### src/rtl/sram_ctrl_map.svh
// Timing and width constants for the static memory access controller
`ifndef SRAM_CTRL_MAP_SVH
`define SRAM_CTRL_MAP_SVH
`define ADDR_W 20
`define DATA_W 8
`define CLK_PERIOD_NS 20
// Memory timing in ns, as characterised for the 45 ns grade
`define READ_CYCLE_NS 45
`define ADDR_TO_DATA_NS 45
`define OUT_RELEASE_NS 18
`define WRITE_PULSE_NS 35
`define WRITE_DATA_SETUP_NS 25
`define DATA_HOLD_NS 0
// Cycle counts: least times round up
`define CYC_UP(t) (((t) + `CLK_PERIOD_NS - 1) / `CLK_PERIOD_NS)
`define READ_WAIT_CYC 4'(`CYC_UP(`ADDR_TO_DATA_NS) + 1)
`define RELEASE_CYC 4'(`CYC_UP(`OUT_RELEASE_NS))
`define WRITE_LOW_CYC 4'(`CYC_UP(`OUT_RELEASE_NS + `WRITE_DATA_SETUP_NS) + 1)
`define HOLD_CYC 4'(`CYC_UP(`DATA_HOLD_NS) + 1)
`define ONE_CYC 4'h1
`define ZERO_CYC 4'h0
`endif

### src/rtl/sram_ctrl_pkg.sv
// Types for the static memory access controller
package sram_ctrl_pkg;
  typedef enum {IDLE, READ_WAIT, READ_DONE, WR_RELEASE, WR_PULSE, WR_HOLD} state_t;
endpackage

### src/rtl/sram_pins_if.sv
// Memory pin bundle between sequencer and pin stage
`timescale 1ns/1ps
interface sram_pins_if;
  logic [19:0] addr;
  logic selN;
  logic sel;
  logic wrN;
  logic oeN;
  logic [7:0] dOut;
  logic dOe;
  modport seq (output addr, selN, sel, wrN, oeN, dOut, dOe);
  modport pin (input addr, selN, sel, wrN, oeN, dOut, dOe);
endinterface

### src/rtl/sram_pin_stage.sv
// Registered pin drivers and two-stage read-data synchroniser
`timescale 1ns/1ps
`include "sram_ctrl_map.svh"
module sram_pin_stage (
  input wire logic coreClk, // Core clock
  input wire logic sysRst, // Synchronous reset
  sram_pins_if.pin p, // Sequencer requests
  input wire logic [`DATA_W-1:0] memDataIn, // Data pins sampled
  output logic [`DATA_W-1:0] memDataSync, // Synchronised data
  output logic [`ADDR_W-1:0] memAddr, // Address pins
  output logic primarySelectN, // Active-low select
  output logic secondarySelect, // Active-high select
  output logic writeStrobeN, // Write strobe
  output logic outputDriveN, // Output drive enable
  output logic [`DATA_W-1:0] memDataOut, // Data pins out
  output logic memDataOeN // Low while we drive data
);
  logic [`DATA_W-1:0] syncA_q, syncA_d, syncB_q, syncB_d;
  logic [`ADDR_W-1:0] addr_q, addr_d;
  logic [`DATA_W-1:0] dout_q, dout_d;
  logic selN_q, selN_d, sel_q, sel_d, wrN_q, wrN_d, oeN_q, oeN_d, doeN_q, doeN_d;

  // Next values; reset parks the memory deselected with the bus released
  always_comb begin
    syncA_d = memDataIn;
    syncB_d = syncA_q;
    addr_d = p.addr;
    dout_d = p.dOut;
    selN_d = p.selN;
    sel_d = p.sel;
    wrN_d = p.wrN;
    oeN_d = p.oeN;
    doeN_d = ~p.dOe;
    if (sysRst) begin
      selN_d = 1'b1;
      sel_d = 1'b0;
      wrN_d = 1'b1;
      oeN_d = 1'b1;
      doeN_d = 1'b1;
    end
  end

  // All pins leave from flip-flops, so no glitches reach the memory
  always_ff @(posedge coreClk) begin
    syncA_q <= syncA_d;
    syncB_q <= syncB_d;
    addr_q <= addr_d;
    dout_q <= dout_d;
    selN_q <= selN_d;
    sel_q <= sel_d;
    wrN_q <= wrN_d;
    oeN_q <= oeN_d;
    doeN_q <= doeN_d;
  end

  assign memDataSync = syncB_q;
  assign memAddr = addr_q;
  assign memDataOut = dout_q;
  assign primarySelectN = selN_q;
  assign secondarySelect = sel_q;
  assign writeStrobeN = wrN_q;
  assign outputDriveN = oeN_q;
  assign memDataOeN = doeN_q;
endmodule

### src/rtl/sram_access_ctrl.sv
// Host-side controller for an asynchronous byte-wide static memory
`timescale 1ns/1ps
`include "sram_ctrl_map.svh"
// How it works
// - A write happens only while the strobe is low and both selects are active together.
// - We hold write data steady around the edge that ends the write.
// - We never drive the data pins while the memory may still be driving them.
// - The address is valid no later than the selects going active for a read.
// - A read needs strobe high, both selects active and output drive low.
// - With output drive low, the strobe stays low for release time plus data setup.
// - When deselected the memory ignores strobe and output drive; we hold selects at levels.
module sram_access_ctrl (
  input wire logic core_clk, // 50 MHz clock
  input wire logic sys_rst, // Synchronous reset, high
  input wire logic reqValid, // Request strobe
  output logic reqReady, // Controller can take a request
  input wire logic reqWrite, // 1 write, 0 read
  input wire logic [`ADDR_W-1:0] reqAddr, // Byte address
  input wire logic [`DATA_W-1:0] reqWdata, // Write byte
  output logic rspValid, // Read data pulse
  output logic [`DATA_W-1:0] rspRdata, // Read byte
  output logic [`ADDR_W-1:0] memAddr, // Address pins
  output logic primarySelectN, // Active-low select pin
  output logic secondarySelect, // Active-high select pin
  output logic writeStrobeN, // Write strobe pin
  output logic outputDriveN, // Output drive enable pin
  input wire logic [`DATA_W-1:0] memDataIn, // Data pins in
  output logic [`DATA_W-1:0] memDataOut, // Data pins out
  output logic memDataOeN // Data pin enable, low drives
);
  sram_pins_if pins ();
  logic [`DATA_W-1:0] memDataSync;
  sram_ctrl_pkg::state_t state_q, state_d;
  logic [3:0] cnt_q, cnt_d;
  logic [`ADDR_W-1:0] addr_q, addr_d;
  logic [`DATA_W-1:0] wdata_q, wdata_d, rdata_q, rdata_d;
  logic rspValid_q, rspValid_d;

  sram_pin_stage stage (
    .coreClk(core_clk),
    .sysRst(sys_rst),
    .p(pins),
    .memDataIn(memDataIn),
    .memDataSync(memDataSync),
    .memAddr(memAddr),
    .primarySelectN(primarySelectN),
    .secondarySelect(secondarySelect),
    .writeStrobeN(writeStrobeN),
    .outputDriveN(outputDriveN),
    .memDataOut(memDataOut),
    .memDataOeN(memDataOeN)
  );

  assign reqReady = (state_q == sram_ctrl_pkg::IDLE);

  // Sequencer next state; address latched with the request so it reaches the pins on the same edge as the selects
  always_comb begin
    state_d = state_q;
    cnt_d = cnt_q;
    addr_d = addr_q;
    wdata_d = wdata_q;
    rdata_d = rdata_q;
    rspValid_d = 1'b0;
    case (state_q)
      sram_ctrl_pkg::IDLE: begin
        if (reqValid) begin
          addr_d = reqAddr;
          wdata_d = reqWdata;
          if (reqWrite) begin
            state_d = sram_ctrl_pkg::WR_RELEASE;
            cnt_d = `RELEASE_CYC;
          end else begin
            state_d = sram_ctrl_pkg::READ_WAIT;
            cnt_d = `READ_WAIT_CYC;
          end
        end
      end
      sram_ctrl_pkg::READ_WAIT: begin
        // Extra cycles cover pin register plus two-stage data sync
        if (cnt_q == `ZERO_CYC) begin
          state_d = sram_ctrl_pkg::READ_DONE;
        end else begin
          cnt_d = cnt_q - `ONE_CYC;
        end
      end
      sram_ctrl_pkg::READ_DONE: begin
        rdata_d = memDataSync;
        rspValid_d = 1'b1;
        state_d = sram_ctrl_pkg::IDLE;
      end
      sram_ctrl_pkg::WR_RELEASE: begin
        // Output drive is high here; wait out the memory's float time
        if (cnt_q == `ZERO_CYC) begin
          state_d = sram_ctrl_pkg::WR_PULSE;
          cnt_d = `WRITE_LOW_CYC;
        end else begin
          cnt_d = cnt_q - `ONE_CYC;
        end
      end
      sram_ctrl_pkg::WR_PULSE: begin
        if (cnt_q == `ZERO_CYC) begin
          state_d = sram_ctrl_pkg::WR_HOLD;
          cnt_d = `HOLD_CYC;
        end else begin
          cnt_d = cnt_q - `ONE_CYC;
        end
      end
      sram_ctrl_pkg::WR_HOLD: begin
        if (cnt_q == `ZERO_CYC) begin
          state_d = sram_ctrl_pkg::IDLE;
        end else begin
          cnt_d = cnt_q - `ONE_CYC;
        end
      end
      default: state_d = sram_ctrl_pkg::IDLE;
    endcase
    if (sys_rst) begin
      state_d = sram_ctrl_pkg::IDLE;
      cnt_d = `ZERO_CYC;
      rspValid_d = 1'b0;
    end
  end

  always_ff @(posedge core_clk) begin
    state_q <= state_d;
    cnt_q <= cnt_d;
    addr_q <= addr_d;
    wdata_q <= wdata_d;
    rdata_q <= rdata_d;
    rspValid_q <= rspValid_d;
  end

  // Pin requests; selects drop together, never left floating
  always_comb begin
    pins.addr = addr_q;
    pins.dOut = wdata_q;
    pins.selN = 1'b1;
    pins.sel = 1'b0;
    pins.wrN = 1'b1;
    pins.oeN = 1'b1;
    pins.dOe = 1'b0;
    case (state_q)
      sram_ctrl_pkg::READ_WAIT, sram_ctrl_pkg::READ_DONE: begin
        pins.selN = 1'b0;
        pins.sel = 1'b1;
        pins.oeN = 1'b0;
      end
      sram_ctrl_pkg::WR_RELEASE: begin
        // Selected, output drive high: memory floats before we drive
        pins.selN = 1'b0;
        pins.sel = 1'b1;
      end
      sram_ctrl_pkg::WR_PULSE: begin
        pins.selN = 1'b0;
        pins.sel = 1'b1;
        pins.wrN = 1'b0;
        pins.dOe = 1'b1;
      end
      sram_ctrl_pkg::WR_HOLD: begin
        // Strobe alone ends the write; data held two more cycles
        pins.selN = 1'b0;
        pins.sel = 1'b1;
        pins.dOe = 1'b1;
      end
      default: begin
        pins.selN = 1'b1;
      end
    endcase
  end

  assign rspValid = rspValid_q;
  assign rspRdata = rdata_q;

  // Write strobe low only while both selects active
  property p_wr_sel;
    @(posedge core_clk) disable iff (sys_rst)
      !writeStrobeN |-> (!primarySelectN && secondarySelect);
  endproperty
  a_wr_sel: assert property (p_wr_sel) else $error("strobe low while deselected");

  // Data driven only with output drive high
  property p_no_contention;
    @(posedge core_clk) disable iff (sys_rst)
      !memDataOeN |-> outputDriveN;
  endproperty
  a_no_contention: assert property (p_no_contention) else $error("bus contention");

  // Data stays driven and steady one cycle after the strobe rises
  property p_data_hold;
    @(posedge core_clk) disable iff (sys_rst)
      $rose(writeStrobeN) |-> !memDataOeN && $stable(memDataOut);
  endproperty
  a_data_hold: assert property (p_data_hold) else $error("write data not held");

  // Address stable throughout an active select
  property p_addr_stable;
    @(posedge core_clk) disable iff (sys_rst)
      (!primarySelectN && $past(!primarySelectN)) |-> $stable(memAddr);
  endproperty
  a_addr_stable: assert property (p_addr_stable) else $error("address moved while selected");

  // Strobe low for at least three cycles (release plus setup)
  property p_pulse_width;
    @(posedge core_clk) disable iff (sys_rst)
      $fell(writeStrobeN) |-> !writeStrobeN [*3];
  endproperty
  a_pulse_width: assert property (p_pulse_width) else $error("write pulse too short");

  // Read drive only with strobe high and selected
  property p_read_mode;
    @(posedge core_clk) disable iff (sys_rst)
      !outputDriveN |-> (writeStrobeN && !primarySelectN && secondarySelect);
  endproperty
  a_read_mode: assert property (p_read_mode) else $error("bad read mode");

  // Selects always move together
  property p_sel_pair;
    @(posedge core_clk) disable iff (sys_rst)
      primarySelectN == !secondarySelect;
  endproperty
  a_sel_pair: assert property (p_sel_pair) else $error("selects disagree");

  // Read response follows a read request within seven cycles
  property p_read_rsp;
    @(posedge core_clk) disable iff (sys_rst)
      (reqValid && reqReady && !reqWrite) |-> ##[6:7] rspValid;
  endproperty
  a_read_rsp: assert property (p_read_rsp) else $error("read response late");
endmodule

### config.mk
export PLATFORM = sky130hd
export DESIGN_NAME = sram_access_ctrl
export DESIGN_NICKNAME = d
export VERILOG_FILES = /design/src/rtl/sram_ctrl_pkg.sv /design/src/rtl/sram_pins_if.sv /design/src/rtl/sram_pin_stage.sv /design/src/rtl/sram_access_ctrl.sv
export VERILOG_INCLUDE_DIRS = /design/src /design/src/rtl
export SDC_FILE = /design/constraint.sdc
export NUM_CORES = 1
export LEC_CHECK = 0
export BUFFER_PORTS_ARGS = -buffer_cell sky130_fd_sc_hd__buf_4
export CAP_MARGIN = 10
export CORE_AREA = 2 2 74 129
export DETAILED_ROUTE_END_ITERATION = 8
export DIE_AREA = 0 0 76 131
export HOLD_SLACK_MARGIN = 0.06
export PLACE_DENSITY_LB_ADDON = 0.12
export SKIP_CTS_REPAIR_TIMING = 1
export SLEW_MARGIN = 20
export SYNTH_ARGS = -nofsm -noshare
export SYNTH_HDL_FRONTEND = slang
export SYNTH_SLANG_ARGS = --single-unit
### constraint.sdc
create_clock -name core_clk -period 11.4 [get_ports core_clk]
set_input_delay 1.14 -clock core_clk [delete_from_list [all_inputs] [get_ports core_clk]]
set_output_delay 1.14 -clock core_clk [all_outputs]
set_load 0.005 [all_outputs]
Word-level counts from Yosys, hierarchy flattened
Cells that the tools add are included.
Widths: inputs -> output; s select.
{"block": "word_totals", "output_inout_bits": 43, "regBits": 122, "in_bits": 40, "elab_cells": 58}
{"block": "op_classes", "n_addsub": 1, "n_eq_ne": 11, "bitwise_logic": 1, "muxes": 19, "reduce_logical": 11}
{"cell": "$mux 32", "n": 5}
{"cell": "$pmux 32 s5", "n": 1}
{"cell": "$eq 32x2->1 const B", "n": 2}
{"cell": "$eq 32x3->1 const B", "n": 2}
{"cell": "$logic_not 32->1", "n": 2}
{"cell": "$eq 32x1->1 const B", "n": 1}
{"cell": "$mux 4", "n": 4}
{"cell": "$pmux 4 s4", "n": 1}
{"cell": "$ne 2x2->1 const B", "n": 6}
{"cell": "$mux 1", "n": 6}
{"cell": "$reduce_or 2->1", "n": 3}
{"cell": "$reduce_and 5->1", "n": 1}
{"cell": "$reduce_or 5->1", "n": 1}
{"cell": "$logic_not 4->1", "n": 1}
{"cell": "$reduce_bool 4->1", "n": 1}
{"cell": "$sub 4x1->4 const B", "n": 1}
{"cell": "$mux 3", "n": 1}
{"cell": "$reduce_and 3->1", "n": 1}
{"cell": "$mux 2", "n": 1}
{"cell": "$reduce_and 2->1", "n": 1}
{"cell": "$not 1->1", "n": 1}

Longest topological paths before layout
{"block": "depth", "ltp_word": 4, "mapped_depth": 7, "mapped_depth_nobuf": 6}

Cells and area by module
From an unflattened synthesis, not the netlist that was laid out.
{"block": "hier_totals", "hier_cells": 162, "area_unflattened_um2": 2668.8}
{"module": "sram_access_ctrl", "area_each_um2": 1656.6, "cells_each": 108, "instances": 1, "seq_area_each_um2": 1241.2}
{"module": "sram_pin_stage", "area_each_um2": 1012.2, "cells_each": 54, "instances": 1, "seq_area_each_um2": 980.9}

Worst setup path before layout
No wires, ideal clock.
{"block": "synth_timing", "path_type": "input -> register", "from": "input port reqValid", "to": "register addr_q[0], enable pin", "cell_stages": 1, "t_required_ns": 10.906, "path_slack_ns": 6.853, "arrival_ns": 4.054, "setup_time_ns": 0.494, "cell_sequence": "nor4b_1"}
{"block": "synth_between", "elab_chain_len": 1}
{"element": "start, declared", "line": "sram_access_ctrl.sv:15", "source": "input wire logic reqValid,"}
{"element": "$reduce_and 2->1 (no line)"}
{"element": "end signal, assigned", "line": "sram_access_ctrl.sv:127", "source": "addr_q <= addr_d;"}
{"element": "end, declared", "line": "sram_access_ctrl.sv:35", "source": "logic [`ADDR_W-1:0] addr_q, addr_d;"}
No other way between the ends.
A chain may end at the register's enable or synchronous reset.

Final worst setup path
{"block": "layout_timing", "from": "register state_q[0]", "to": "output port reqReady"}
{"block": "layout_between", "elab_chain_len": 1}
{"element": "start, declared", "line": "sram_access_ctrl.sv:33", "source": "sram_ctrl_pkg::state_t state_q, state_d;"}
{"element": "start signal, assigned", "line": "sram_access_ctrl.sv:125", "source": "state_q <= state_d;"}
{"element": "$logic_not 32->1", "line": "sram_access_ctrl.sv:54", "source": "assign reqReady = (state_q == sram_ctrl_pkg::IDLE);"}
{"element": "end, declared", "line": "sram_access_ctrl.sv:16", "source": "output logic reqReady,"}
No other way between the ends.

==> impl_metrics.yaml <==
floorplan:
  coreArea_um2: 8921
  ios: 83
  die_x_um: 76
  die_h_um: 131
  start_util: 0.2940
  rows: 46
  die-area_um2: 9956
final_layout:
  synthToLayoutAreaGrowth_pct: 40.36
  layout.nets: 286
  fin_area_um2: 3681
  drive_gt1_frac: 0.4240
  stdcell_count: 370
  n_antenna_cell: 0
  final_common_cell: "buf_4"
  layout_common_cells: "83 x buf_4, 57 x dfxtp_1, 36 x edfxtp_1"
logic_synthesis:
  synth_cells: 157
  synth.top_cell.area_share: 0.4351
  synth_area_leader_cell: "dfxtp_1"
  synth.avg_cell_area_um2: 16.70
  synth-seq-cells: 93
  yosys-top-cells-area: "dfxtp_1 44%, edfxtp_1 41%, a21oi_1 1.7%"
  ys_async_sr_fraction: 0
  synth.distinct_cells: 33
  synth_ff_type: "dfxtp_1"
  synthesis.area_um2: 2623
  synth_nets: 198
  yosysWarnings: 0
  synth_edf_count: 36
  seq_area_frac_synth: 0.8473
run:
  drv_cap: 0
power_and_ir_drop:
  p_switching_mw: 0.2307
  pwr-share-comb: 0.179
  clkPwrFrac: 0.328
  power_switching_share: 0.2546
  power.leakage_nw: 1.482
  powerDensity_nw_per_um2: 246.2
  ir_worst_vdd_uv: 116.2
  power.internal_mw: 0.6755
  pwr-share-seq: 0.493
cts:
  cts_buffers: 9
  cts_sinks: 93
  insertion_delay_ns: 0.33
  htree_levels: 3
  cts_buffer_depth: 2
  cts_tree: "done"
  root_buffer: "clkbuf_16"
  clkTransAtPathRegs_ns: 0.07
route:
  drtPass1Iterations: 4
  drc: 0
  drtIter0Drc: 76
  drt-total-wl_um: 4548
  vias: 1487
  wl_per_cell_um: 12.29
  via_per_inst: 4.019
  ant_nets: 0
worst_setup_path:
  path_cells: "nor3_1, buf_4"
  crit_path_start: "state_q[0]"
  r2r-start: "cnt_q[0]"
  max_stage_delay_ns: 0.68
  cp_slowest_cell: "dfxtp_1"
  cp_num_buf_inv: 1
  critPathRequiredTime_ns: 10.26
  critPathArrivalTime_ns: 1.30
  cp-start-kind: "flip-flop"
  endpoint_kind: "primary output"
  path_class: "flip-flop to primary output"
  cp_top_family: "flip-flops"
  worstPathMaxFanout: 18
global_routing:
  grt_use_total: 0.09803
  grt_pass1_wl_um: 7182
  grt_pass1_vias: 1398
  overflow: 0
  antenna_found_initial: 0
  grt_max_degree: 29
timing:
  fmax_mhz: 409.3
  hold_viol: 0
  setup-violations-final: 0
  period_share: 0.2143
  worst_pin_slew_ns: 0.5701
  rsz0062_at_grt: "false"
  slew_headroom: 0.6191
  fin_tns_setup_ns: 0
  finClkSkew_ns: 0.008770
  slew_viol_final: 0
  min_period_ns: 2.443
worst_hold_path:
  hp-class: "flip-flop to flip-flop"
  hold_start: "stage.syncA_q[7]"
placement:
  io_buffers: 82
  dp_hpwl_um: 3253
  gp_congestion: 0.7778
  dp_cells: 354
  place_area_um2: 3374
status:
  outcome: "finished clean"
-- metal layers --
layer	up-vias	global-route usage	wire (um)
met4	0	0.07059	121
met2	59	0.1560	2274
met1	682	0.1098	1910
met3	10	0.03503	242
met5	-	0	0
li1	736	-	-
-- power groups by stage --
stage | combinational (mW) | clock (mW) | sequential, mW
5_1_grt | 0.180 | 0.325 | 0.454
3_3_place_gp | 0.164 | 0 | 0.454
3_5_place_dp | 0.166 | 0 | 0.455
2_1_floorplan | 0.0925 | 0 | 0.447
6_report | 0.163 | 0.297 | 0.447
4_1_cts | 0.166 | 0.307 | 0.448
-- layout make-up --
class | count | area [um2]
clock buffer | 9 | 225.2
inverter | 4 | 15.01
sequential | 93 | 2222
tap | 120 | 150.1
timing repair buffer | 83 | 623.1
clock inverter | 7 | 81.33
fill | 849 | 5240
multi-input combinational | 54 | 364.1
-- flip-flops by register name (all words and copies together), names as in the netlist, 3 cells and up --
name / cells
cnt_q: 4
stage.memDataOut: 8
addr_q: 20
stage.memAddr: 20
rspRdata: 8
stage.syncA_q: 8
state_q: 3
stage.memDataSync: 8
pins.dOut: 8
-- final timing paths --
kind | slack, ns | depth (start not counted) | endpoint
hold reg to reg | 0.33 | 0 | stage.memDataSync[7]
setup / recovery | 8.96 | 2 | reqReady
setup reg to reg | 9.42 | 6 | cnt_q[0]
hold / removal | 0.33 | 0 | stage.memDataSync[7]
-- logic make-up (layout without fill, tap and decap cells) --
family / after synthesis / count (layout) / share of synthesized area
buffers and inverters: 10 / 103 / 0.01621
AO/OA/AOI/OAI: 20 / 20 / 0.04819
multiplexers: 1 / 1 / 0.003817
flip-flops: 93 / 93 / 0.8473
XOR/XNOR: 2 / 2 / 0.006681
AND/OR/NAND/NOR: 30 / 30 / 0.07300
adder cells (fa/ha/maj): 1 / 1 / 0.004770
-- synth_stat cells, drive strengths merged, types with 3 or more instances --
cell and instances:
nand2 3, or3 5, a21oi 9, edfxtp 36, nor3 4, dfxtp 57, buf 4, or3b 3
inv 4, o21ai 5
-- stage by stage --
step | worst slack [ns] | power [mW] | utilization | hold WS (ns)
2_1_floorplan | 6.853 | 0.5390 | - | 0.3096
3_3_place_gp | 9.231 | 0.6184 | 0.3783 | 0.3106
3_5_place_dp | 9.224 | 0.6209 | 0.3783 | 0.3121
4_1_cts | 8.936 | 0.9209 | 0.4126 | 0.3288
5_1_grt | 8.843 | 0.9595 | 0.4126 | 0.3389
6_report | 8.957 | 0.9062 | 0.4126 | 0.3272
(Power assumes the default switching activity.)
